<file path="src/rtl/mvf_pkg.sv">
// Overview of operation
// - Three modes: 4x10, 4x8, 8x8 bit
// - Four-tap: four pixels plus both valid bits
// - Ten-bit mode passes samples unchanged
// - Eight-bit modes drop two lowest bits
// - Eight-tap: eight pixels plus both valids
// - Outputs launch on pixel clock rising edge
// - Lanes meaningful only with both valids high
// - Up to 2352 by 1726 at 50 MHz
// - Eight-tap full line: at most 294 cycles
// - Lines top to bottom, pixels ascending
// - Both valids low when no video
// - New capture may overlap ongoing streaming
// - Eight-tap: line valid 23 clocks after frame
// - Eight-tap lane k carries pixel k+1, +8
// - Eight-tap inter-line gap is fixed
// - Both valids low after last line
// - Four-tap modes share common sequencing
// - Area of interest shrinks line and frame
// - Four-tap: line valid 24 clocks after frame
// - Four-tap full line: at most 588 cycles
// - Four-tap inter-line gap is eight clocks
// - Four-tap lane k carries pixel k+1, +4
package mvf_pkg;
	// Sample and lane geometry
	localparam int SAMPLE_W = 10;
	localparam int NARROW_W = 8;
	localparam int DROP_BITS = SAMPLE_W - NARROW_W;
	localparam int TAPS_MAX = 8;
	localparam int TAPS_FOUR = 4;
	localparam int LANE_BUS_W = TAPS_MAX * SAMPLE_W;
	localparam int SHIFT_FOUR = 2;
	localparam int SHIFT_EIGHT = 3;
	// Image size limits
	localparam int WIDTH_W = 12;
	localparam int HEIGHT_W = 11;
	localparam logic [11:0] MAX_WIDTH = 12'h930;
	localparam logic [10:0] MAX_HEIGHT = 11'h6BE;
	// Pixel clock timing, times in ns
	localparam int PIX_PERIOD_NS = 20;
	localparam int LEAD_FOUR_NS = 480;
	localparam int LEAD_EIGHT_NS = 460;
	localparam int CNT_W = 12;
	localparam logic [11:0] LEAD_FOUR_CLKS =
		12'(LEAD_FOUR_NS / PIX_PERIOD_NS);
	localparam logic [11:0] LEAD_EIGHT_CLKS =
		12'(LEAD_EIGHT_NS / PIX_PERIOD_NS);
	localparam logic [11:0] GAP_FOUR_CLKS = 12'h008;
	localparam logic [11:0] GAP_EIGHT_CLKS = 12'h007;
	localparam logic [11:0] CNT_ONE = 12'h001;
	// Output formats
	typedef enum logic [1:0] {
		MODE_4T10,
		MODE_4T8,
		MODE_8T8
	} mvf_mode_type;
	// Sequencer states
	typedef enum {
		ST_IDLE,
		ST_LEAD,
		ST_LINE,
		ST_GAP
	} mvf_state_type;
endpackage

</file>
<file path="src/rtl/mvf_lane_if.sv">
`timescale 1ns/1ps
interface mvf_lane_if;
	import mvf_pkg::*;
	mvf_mode_type mode;
	logic [LANE_BUS_W-1:0] samples;
	logic [LANE_BUS_W-1:0] lanes;
	// Formatter side drives mode and samples
	modport fmt (output mode, output samples, input lanes);
	// Packer side returns lane values
	modport pack (input mode, input samples, output lanes);
endinterface

</file>
<file path="src/rtl/mvf_formatter.sv">
`timescale 1ns/1ps
module mvf_formatter import mvf_pkg::*; (
	// System clock and reset
	input wire logic clk_sys,
	input wire logic reset_n,
	// Pixel clock from the link side
	input wire logic pix_clk,
	// Frame control
	input wire logic frame_start,
	input wire logic [1:0] mode_sel,
	input wire logic [WIDTH_W-1:0] roi_width,
	input wire logic [HEIGHT_W-1:0] roi_height,
	// Sample source
	input wire logic [LANE_BUS_W-1:0] src_samples,
	output logic src_take,
	// Video output
	output logic fval,
	output logic lval,
	output logic [LANE_BUS_W-1:0] lane_data,
	output logic busy
);
	logic pclk_s1_r;
	logic pclk_s2_r;
	logic pclk_s3_r;
	logic tick;
	logic pend_r;
	logic start_go;
	mvf_state_type state_r;
	logic [CNT_W-1:0] cnt_r;
	logic [HEIGHT_W-1:0] line_left_r;
	mvf_mode_type mode_r;
	mvf_mode_type mode_nxt;
	logic [CNT_W-1:0] beats_r;
	logic [CNT_W-1:0] beats_nxt;
	logic [HEIGHT_W-1:0] lines_r;
	logic [HEIGHT_W-1:0] lines_nxt;
	logic [CNT_W-1:0] lead_nxt;
	logic [CNT_W-1:0] gap_r;
	logic [CNT_W-1:0] gap_nxt;
	logic [WIDTH_W-1:0] width_c;
	logic fval_r;
	logic lval_r;
	logic take_r;
	logic busy_r;
	logic launch;
	logic [LANE_BUS_W-1:0] lane_r;
	mvf_lane_if lk ();

	// Pixel clock synchroniser and rising edge finder
	always_ff @(posedge clk_sys or negedge reset_n) begin
		if (!reset_n) begin
			pclk_s1_r <= 1'b0;
			pclk_s2_r <= 1'b0;
			pclk_s3_r <= 1'b0;
		end else begin
			pclk_s1_r <= pix_clk;
			pclk_s2_r <= pclk_s1_r;
			pclk_s3_r <= pclk_s2_r;
		end
	end
	assign tick = pclk_s2_r & ~pclk_s3_r;

	// Start request held until the sequencer is free
	assign start_go = tick && (state_r == ST_IDLE) && pend_r;
	always_ff @(posedge clk_sys or negedge reset_n) begin
		if (!reset_n) begin
			pend_r <= 1'b0;
		end else if (frame_start) begin
			pend_r <= 1'b1;
		end else if (start_go) begin
			pend_r <= 1'b0;
		end
	end

	// Frame geometry from mode and area of interest
	always_comb begin
		case (mode_sel)
			2'h1: mode_nxt = MODE_4T8;
			2'h2: mode_nxt = MODE_8T8;
			default: mode_nxt = MODE_4T10;
		endcase
		if ((roi_width == '0) || (roi_width > MAX_WIDTH)) begin
			width_c = MAX_WIDTH;
		end else begin
			width_c = roi_width;
		end
		if ((roi_height == '0) || (roi_height > MAX_HEIGHT)) begin
			lines_nxt = MAX_HEIGHT;
		end else begin
			lines_nxt = roi_height;
		end
		if (mode_nxt == MODE_8T8) begin
			beats_nxt = CNT_W'((width_c + WIDTH_W'(TAPS_MAX - 1))
				>> SHIFT_EIGHT);
			lead_nxt = LEAD_EIGHT_CLKS;
			gap_nxt = GAP_EIGHT_CLKS;
		end else begin
			beats_nxt = CNT_W'((width_c + WIDTH_W'(TAPS_FOUR - 1))
				>> SHIFT_FOUR);
			lead_nxt = LEAD_FOUR_CLKS;
			gap_nxt = GAP_FOUR_CLKS;
		end
	end

	// Frame settings frozen for the whole frame
	always_ff @(posedge clk_sys or negedge reset_n) begin
		if (!reset_n) begin
			mode_r <= MODE_4T10;
			beats_r <= '0;
			lines_r <= '0;
			gap_r <= '0;
		end else if (start_go) begin
			mode_r <= mode_nxt;
			beats_r <= beats_nxt;
			lines_r <= lines_nxt;
			gap_r <= gap_nxt;
		end
	end

	// A beat goes out on this pixel edge
	assign launch = tick && ((((state_r == ST_LEAD) ||
		(state_r == ST_GAP)) && (cnt_r == CNT_ONE)) ||
		((state_r == ST_LINE) && (cnt_r != CNT_ONE)));

	// Frame and line sequencer
	always_ff @(posedge clk_sys or negedge reset_n) begin
		if (!reset_n) begin
			state_r <= ST_IDLE;
			cnt_r <= '0;
			line_left_r <= '0;
			fval_r <= 1'b0;
			lval_r <= 1'b0;
		end else if (tick) begin
			case (state_r)
				ST_IDLE: begin
					fval_r <= 1'b0;
					lval_r <= 1'b0;
					if (pend_r) begin
						state_r <= ST_LEAD;
						cnt_r <= lead_nxt;
						line_left_r <= lines_nxt;
						fval_r <= 1'b1;
					end
				end
				ST_LEAD: begin
					if (cnt_r == CNT_ONE) begin
						state_r <= ST_LINE;
						cnt_r <= beats_r;
						lval_r <= 1'b1;
					end else begin
						cnt_r <= cnt_r - CNT_ONE;
					end
				end
				ST_LINE: begin
					if (cnt_r != CNT_ONE) begin
						cnt_r <= cnt_r - CNT_ONE;
					end else if (line_left_r == HEIGHT_W'(1)) begin
						state_r <= ST_IDLE;
						fval_r <= 1'b0;
						lval_r <= 1'b0;
					end else begin
						state_r <= ST_GAP;
						cnt_r <= gap_r;
						line_left_r <= line_left_r - HEIGHT_W'(1);
						lval_r <= 1'b0;
					end
				end
				ST_GAP: begin
					if (cnt_r == CNT_ONE) begin
						state_r <= ST_LINE;
						cnt_r <= beats_r;
						lval_r <= 1'b1;
					end else begin
						cnt_r <= cnt_r - CNT_ONE;
					end
				end
				default: begin
					state_r <= ST_IDLE;
					fval_r <= 1'b0;
					lval_r <= 1'b0;
				end
			endcase
		end
	end

	// Lane formatting through the packer
	assign lk.mode = mode_r;
	assign lk.samples = src_samples;
	mvf_tap_packer u_packer (
		.lk(lk.pack)
	);

	// Lane register, zero outside active beats
	always_ff @(posedge clk_sys or negedge reset_n) begin
		if (!reset_n) begin
			lane_r <= '0;
		end else if (tick) begin
			lane_r <= launch ? lk.lanes : '0;
		end
	end

	// Source advance strobe after each beat
	always_ff @(posedge clk_sys or negedge reset_n) begin
		if (!reset_n) begin
			take_r <= 1'b0;
		end else begin
			take_r <= launch;
		end
	end

	// Busy flag for the capture side
	always_ff @(posedge clk_sys or negedge reset_n) begin
		if (!reset_n) begin
			busy_r <= 1'b0;
		end else begin
			busy_r <= pend_r || (state_r != ST_IDLE);
		end
	end

	// Outputs from flip-flops
	assign fval = fval_r;
	assign lval = lval_r;
	assign lane_data = lane_r;
	assign src_take = take_r;
	assign busy = busy_r;

	// Helper counters of pixel edges per phase
	logic [CNT_W-1:0] lead_seen_r;
	logic [CNT_W-1:0] gap_seen_r;
	logic [CNT_W-1:0] beat_seen_r;
	always_ff @(posedge clk_sys or negedge reset_n) begin
		if (!reset_n) begin
			lead_seen_r <= '0;
			gap_seen_r <= '0;
			beat_seen_r <= '0;
		end else if (tick) begin
			lead_seen_r <= (state_r == ST_LEAD) ?
				lead_seen_r + CNT_ONE : '0;
			gap_seen_r <= (state_r == ST_GAP) ?
				gap_seen_r + CNT_ONE : '0;
			beat_seen_r <= (state_r == ST_LINE) ?
				beat_seen_r + CNT_ONE : '0;
		end
	end
	logic [CNT_W-1:0] lead_want;
	assign lead_want = (mode_r == MODE_8T8) ?
		LEAD_EIGHT_CLKS : LEAD_FOUR_CLKS;
endmodule // mvf_formatter

</file>
<file path="src/rtl/mvf_tap_packer.sv">
`timescale 1ns/1ps
module mvf_tap_packer import mvf_pkg::*; (
	// Lane link
	mvf_lane_if.pack lk
);
	logic four_tap;
	logic narrow;

	// Mode decode
	assign four_tap = (lk.mode != MODE_8T8);
	assign narrow = (lk.mode != MODE_4T10);

	// Per-lane depth selection, sample k onto lane k
	genvar k;
	generate
		for (k = 0; k < TAPS_MAX; k++) begin : g_lane
			logic [SAMPLE_W-1:0] smp;
			assign smp = lk.samples[k*SAMPLE_W +: SAMPLE_W];
			always_comb begin
				if (four_tap && (k >= TAPS_FOUR)) begin
					lk.lanes[k*SAMPLE_W +: SAMPLE_W] = '0;
				end else if (narrow) begin
					lk.lanes[k*SAMPLE_W +: SAMPLE_W] =
						{{DROP_BITS{1'b0}}, smp[SAMPLE_W-1:DROP_BITS]};
				end else begin
					lk.lanes[k*SAMPLE_W +: SAMPLE_W] = smp;
				end
			end
		end
	endgenerate
endmodule // mvf_tap_packer

</file>
<file path="config.mk">
export PLATFORM = sky130hd
export DESIGN_NAME = mvf_formatter
export DESIGN_NICKNAME = d
export VERILOG_FILES = /design/src/rtl/mvf_pkg.sv /design/src/rtl/mvf_lane_if.sv /design/src/rtl/mvf_formatter.sv /design/src/rtl/mvf_tap_packer.sv
export SDC_FILE = /design/constraint.sdc
export NUM_CORES = 1
export LEC_CHECK = 0
export ABC_AREA = 1
export BUFFER_PORTS_ARGS = -buffer_cell sky130_fd_sc_hd__clkbuf_2
export CORE_MARGIN = 8
export CORE_UTILIZATION = 50
export CTS_BUF_LIST = sky130_fd_sc_hd__clkbuf_4 sky130_fd_sc_hd__clkbuf_8
export DETAILED_ROUTE_END_ITERATION = 7
export PLACE_DENSITY = 0.78
export SYNTH_ARGS = -nofsm -noshare
export SYNTH_HDL_FRONTEND = slang
export SYNTH_SLANG_ARGS = --single-unit
export TNS_END_PERCENT = 30
</file>
<file path="constraint.sdc">
create_clock -name clk_sys -period 2.7 [get_ports clk_sys]
set_input_delay 0.27 -clock clk_sys [delete_from_list [all_inputs] [get_ports clk_sys]]
set_output_delay 0.27 -clock clk_sys [all_outputs]
set_load 0.02 [all_outputs]
</file>
; Yosys cells after proc, flatten, opt, wreduce, memory -nomap -nowiden
; Index checks and enable logic that the tools add are counted.
[totals]
output_inout_bits = 84
elab_cells = 110
in_bits = 109
regBits = 169
[classes]
n_reduce_logical = 25
mux = 42
n_lt_le_gt_ge = 2
n_eq_ne = 19
n_addsub = 4
bitwise = 3
[ops]
columns = cell, count
row1 = 2-to-1 mux 10 bit, 13
row2 = "== test 32 x 2 -> 1 bit, second input constant", 3
row3 = 2-to-1 mux 32 bit, 3
row4 = case mux 32 bit (3 select lines), 1
row5 = 2-to-1 mux 80 bit, 1
row6 = "== test 32 x 3 -> 1 bit, second input constant", 2
row7 = logical NOT 32 bit, 2
row8 = 2-to-1 mux 12 bit, 5
row9 = 2-to-1 mux 11 bit, 4
row10 = case mux 12 bit (3 select lines), 1
row11 = "== test 32 x 1 -> 1 bit, second input constant", 1
row12 = nonzero test 32 bit, 1
row13 = case mux 11 bit (2 select lines), 1
row14 = "adder 12 x 2 -> 12 bit, second input constant", 1
row15 = "adder 12 x 3 -> 12 bit, second input constant", 1
row16 = "== test 12 x 1 -> 1 bit, second input constant", 1
row17 = "> comparator 12 bit, second input constant", 1
row18 = logical NOT 12 bit, 1
row19 = "!= test 12 x 1 -> 1 bit, second input constant", 1
row20 = AND reduction 4 bit, 3
row21 = "subtractor 12 x 1 -> 12 bit, second input constant", 1
row22 = "== test 11 x 1 -> 1 bit, second input constant", 1
row23 = "> comparator 11 bit, second input constant", 1
row24 = logical NOT 11 bit, 1
row25 = 21 further kinds, 44

; Longest topological paths before layout
[depth]
word_depth = 6
ltp_mapped = 14
ltp_nobuf = 13

; Hierarchy
; Synthesis repeated with hierarchy kept, for this count alone.
[hier_totals]
hier_cells = 838
hier_area_um2 = 7093.1
[by_module_without_submodules]
columns = mod, area_per_inst_um2, n_inst, cells_per_inst, seq_area_each_um2
row1 = mvf_formatter, 6190.9, 1, 637, 3153.0
row2 = mvf_tap_packer, 902.1, 1, 201, 0.0

; Worst setup path before layout
; No wires, ideal clock.
[synth_path]
kind = flip-flop to flip-flop
startpoint = register cnt_r[1]
endpoint = register line_left_r[10]
period_less_slack_ps = 1835
path_slack_ps = 865
required_time_ps = 2571
setup_time_ps = 129
path_buffers = 1
arrival_time_ps = 1706
stages_incl_launch_ff = 13
path_cell_list = dfrtp_1 -> inv_1 -> ha_1 -> nand2_1 -> nor3_4 -> nand2_4 -> inv_2 -> o21ai_2 -> nor2_2 -> nand3_1 -> buf_2 -> o21ai_0 -> o21ai_0
[synth_via]
elab_chain_cells = 3
[synth_lines]
columns = element, line_no
row1 = "start, declared", mvf_formatter.sv:29  ; logic [CNT_W-1:0] cnt_r;
row2 = "start signal, assigned", mvf_formatter.sv:140  ; cnt_r <= lead_nxt;
row3 = "start signal, assigned", mvf_formatter.sv:148  ; cnt_r <= beats_r;
row4 = "start signal, assigned", mvf_formatter.sv:151  ; cnt_r <= cnt_r - CNT_ONE;
row5 = != test 12 x 1 -> 1 bit, mvf_formatter.sv:155  ; if (cnt_r != CNT_ONE) begin
row6 = != test 2 bit (no line), n/a
row7 = AND reduction 5 bit (no line), n/a
row8 = "end signal, assigned", mvf_formatter.sv:141  ; line_left_r <= lines_nxt;
row9 = "end signal, assigned", mvf_formatter.sv:164  ; line_left_r <= line_left_r - HEIGHT_W'(1);
row10 = "end, declared", mvf_formatter.sv:30  ; logic [HEIGHT_W-1:0] line_left_r;
; Every way passes these cells.
; A chain may end at the register's enable or synchronous reset.

; Worst setup path in the final report
[layout_path]
startpoint = register cnt_r[1]
endpoint = register line_left_r[7]
; Same word-level chain as after synthesis.

==> results <==
- After global routing the overflow that remains totals 0.
- The share of the synthesized area in compound gates (AO/OA/AOI/OAI) is 18.4%.
- The post-route fraction of the period consumed by the critical path is 86.1%.
- For this design, the sink count on the clock tree is 126.
- After layout, the design draws a total of 7.15 mW.
- By count the netlist is led by nand2_1, dfrtp_1, inv_1, nor2_1, o21ai_0.
- Setup slack on the critical path of the routed design comes to about 0.38 ns.
- Synthesis produced a netlist with a net count of 870.
- Of the post-synthesis cell area, the dominant cell type holds 49.3%.
- The category of the worst setup path launch point is a register.
- The number of vias after detailed routing is 5998.
- The estimated wirelength of the detail-placed design is 13200 µm.
- The area share of and/or/nand/nor cells after synthesis is 22.1%.
- The flip-flop cell with the highest count after synthesis is dfrtp_1.
- The setup slack after placement is 0.404 ns.
- The number of nets in the finished design is approximately 1.1k.
- The multiplexer share of the synthesized area is 0%.
- TritonCTS built the clock tree.
- Clock-pin slew was measured on the worst setup and hold paths at approximately 0.07 ns.
- Summing the areas of all xor and xnor instances in the mapped netlist gives under 10% of the synthesized area.
- The post-synthesis to final-layout area growth is 24.7%.
- Clock skew on the completed layout was measured at 0.00913 ns.
- The root buffer cell is clkbuf_8.
- STA puts the critical path data arrival time at 2.69 ns.
- The post-synthesis instance total is roughly 760.
- For the pin with the worst max-slew slack, the measured transition is 0.758 ns.
- The sequential area share after synthesis is 49.3%.
- Once layout is complete, the utilization of the core stands at 63.5%.
- The run finished with clean final reports.
- The maximum clock insertion buffer count is 2.
- In the synthesized netlist the async set-or-reset flop fraction comes to 100%.
- Using the TritonRoute via totals, the vias-per-cell ratio works out to 5.33.
- The storage element area is 3150 µm².
- The die outline height is 129 µm.
- The count of distinct cell types in the synthesized netlist is 41.
- During synthesis, Yosys emitted a total of 0 warnings.
- The leakage component of the power is 4.26 nW.
- Counting the fill cells in the layout gives 1092.
- Headroom to the max-slew limit came out at 49.5%.
- The floorplan step defined a die boundary enclosing 16700 µm².
- The area of combinational cells with multiple inputs is 2750 µm².
- The synthesized netlist devotes less than 1% of its cell area to adder and majority cells.
- The share of layout cells above drive strength 1 is 26.2%.
- Port buffering added 184 buffers.
- In this run, post-CTS repair resized a total of 0 instances.
- Of all cell types, the one taking the most synthesized area is dfrtp_1.
- For the final routed database, the setup TNS stands at 0 ns.
- The number of hold violations in the final report was 0.
- The number of antenna violations at the first check in global routing is 0.
- 0 antenna diodes ended up in the layout.
- The final wirelength is about 17000 µm.
- The combined area of all synthesized cells is 6400 µm².
- The die extent in x is 129 µm.
- The overall track demand over capacity in global routing is 21.5%.
- The wire length of the first global-routing pass is 28400 µm.
- The final setup violation count is 0.
- The global placement routability congestion is 0.884.
- At the worst endpoint, the required time is a little over 3 ns.
- Among all cell types in the netlist, the one instantiated most often is nand2_1.
- The setup fix buffers added after clock tree synthesis is 0.
- The clock latency reported for the late side of the worst-skew pair is roughly 0.44 ns.
- The count of nets left with antenna violations once routing finished came out at 0.
- The power density over the cells is 896 nW/µm².
- After routing the design area is 7980 µm².
- The number of flip-flops and latches in the synthesized netlist is 126.
- The number of search-and-repair iterations in the first detailed-routing pass is 5.
- Clock tree synthesis inserted a total of 17 buffers.
- The shortest clock period the worst path allows after layout is roughly 2.3 ns.
- The number of levels in the clock H-tree is 4.
- The number of primary I/O pins is 193.
- The largest family of logic cells by synthesized area is simple AND/OR/NAND/NOR gates.
- Setup repair after global routing left no endpoint under its margin.
- The number of violations of the max-capacitance limit is 0.
- The largest net degree at the start of global routing is 74.
- The placeable core region is 12600 µm².
- The initialized floorplan defines between 40 and 50 standard-cell rows.
- Derived from the worst setup path, the maximum achievable clock frequency is 430 MHz.
- The average routed wire per standard cell is 15.6 µm.
- Once the floorplan was initialized, standard cells occupied 50.9% of the core.
- The maximum resistive drop on vdd is 0.402 mV.
- The max-slew violation count is 0.
- The first routing iteration left a little under 400 violations.
- Along the worst path, the maximum fanout reaches 15.
- The class of the tightest hold or removal check is primary input to register.
- By area the synthesized netlist is led by dfrtp_1, nand2_1, a32o_1.
- The number of design rule violations left after detail routing is 0.
- Summing all placed instances gives a cell area of between 7000 and 8000 µm².
- The average size of a mapped cell is about 8.5 µm².
- The via count of the first global-routing pass was 5637.
- The worst setup path is of the register to register kind.
- The number of enable-type register cells in the synthesized netlist is 0.
- The worst setup path is captured at a register.
## worst paths after layout
check	start	slack, ns	cells after the start	end
hold reg to reg	pclk_s1_r	0.36	0	pclk_s2_r
min in group asynchronous	reset_n	0.43	2	lane_data[55]
hold / removal	frame_start	0.03	2	pend_r
setup / recovery	cnt_r[1]	0.38	12	line_left_r[7]
setup reg to reg	cnt_r[1]	0.38	12	line_left_r[7]
max in group asynchronous	reset_n	1.53	3	lk.mode[0]
## cells in the final DEF (no fill, tap or decap), types with 18 or more instances in the layout
master    Yosys  routed
a32o_1       40      40
clkbuf_2      0     183
a21oi_1      22      22
nor2_1       70      68
nand3_1      35      35
clkbuf_8      0      18
dfrtp_1     126     126
o21ai_0      54      54
nand2_1     191     191
inv_1        75      74
## registers in the layout (all words and copies together), names as in the netlist, 2 cells and up
signal       cells
cnt_r           12
state_r          2
line_left_r     11
gap_r            2
beats_r         10
lane_data       80
## metal layers
metal | up-vias | track usage, % | wire length (µm)
li1 | 2940 | - | -
met1 | 2835 | 27.2 | 7700
met2 | 193 | 34.7 | 8210
met3 | 30 | 4.93 | 1170
met4 | 0 | 8.91 | 412
met5 | - | 0 | 0
## timing repair
item,CTS,global route
hold buffers,2,0
endpoints found under the setup margin,0,0
hold endpoints to repair,47,0
## power by group
part	internal [mW]	switching [mW]	leakage [nW]
clock	0.977	0.733	0.211
sequential	2.40	0.375	1.66
combinational	0.912	1.75	2.39
## worst max-delay path, cell delays in order, from the launching register on
cell	delay, ns
dfrtp_1	0.38
inv_1	0.10
ha_1	0.18
nand2_1	0.09
nor3_4	0.20
nand2_4	0.16
inv_2	0.14
o21ai_2	0.08
nor2_2	0.16
nand3_1	0.23
inv_2	0.26
o21ai_0	0.11
o21ai_0	0.15
## kinds of logic after synthesis
group | after synthesis
xor gates and xnor gates | 11
buffers and inverters | 118
adders and majority gates | 4
DFF | 126
AOI/OAI and AO/OA | 165
and+or+nand+nor | 333
## stage by stage
step	cells	hold slack [ns]
after floorplan	757	-0.0256
after global routing	1125	0.0234
after global placement	1091	0.335
final	1125	0.0270
after detailed placement	1091	0.342
after CTS	1125	0.00582
## area by class of cell
cell class / instances / share of cell area [%]
repair buffers: 201 / 14.3
multi-input cells: 513 / 34.4
clock inverters: 10 / 1.73
inverters: 81 / 3.81
flip-flops and latches: 126 / 39.5
well taps: 172 / 2.70
clock buffers: 22 / 3.48
Power figures use the tool's default switching activity.
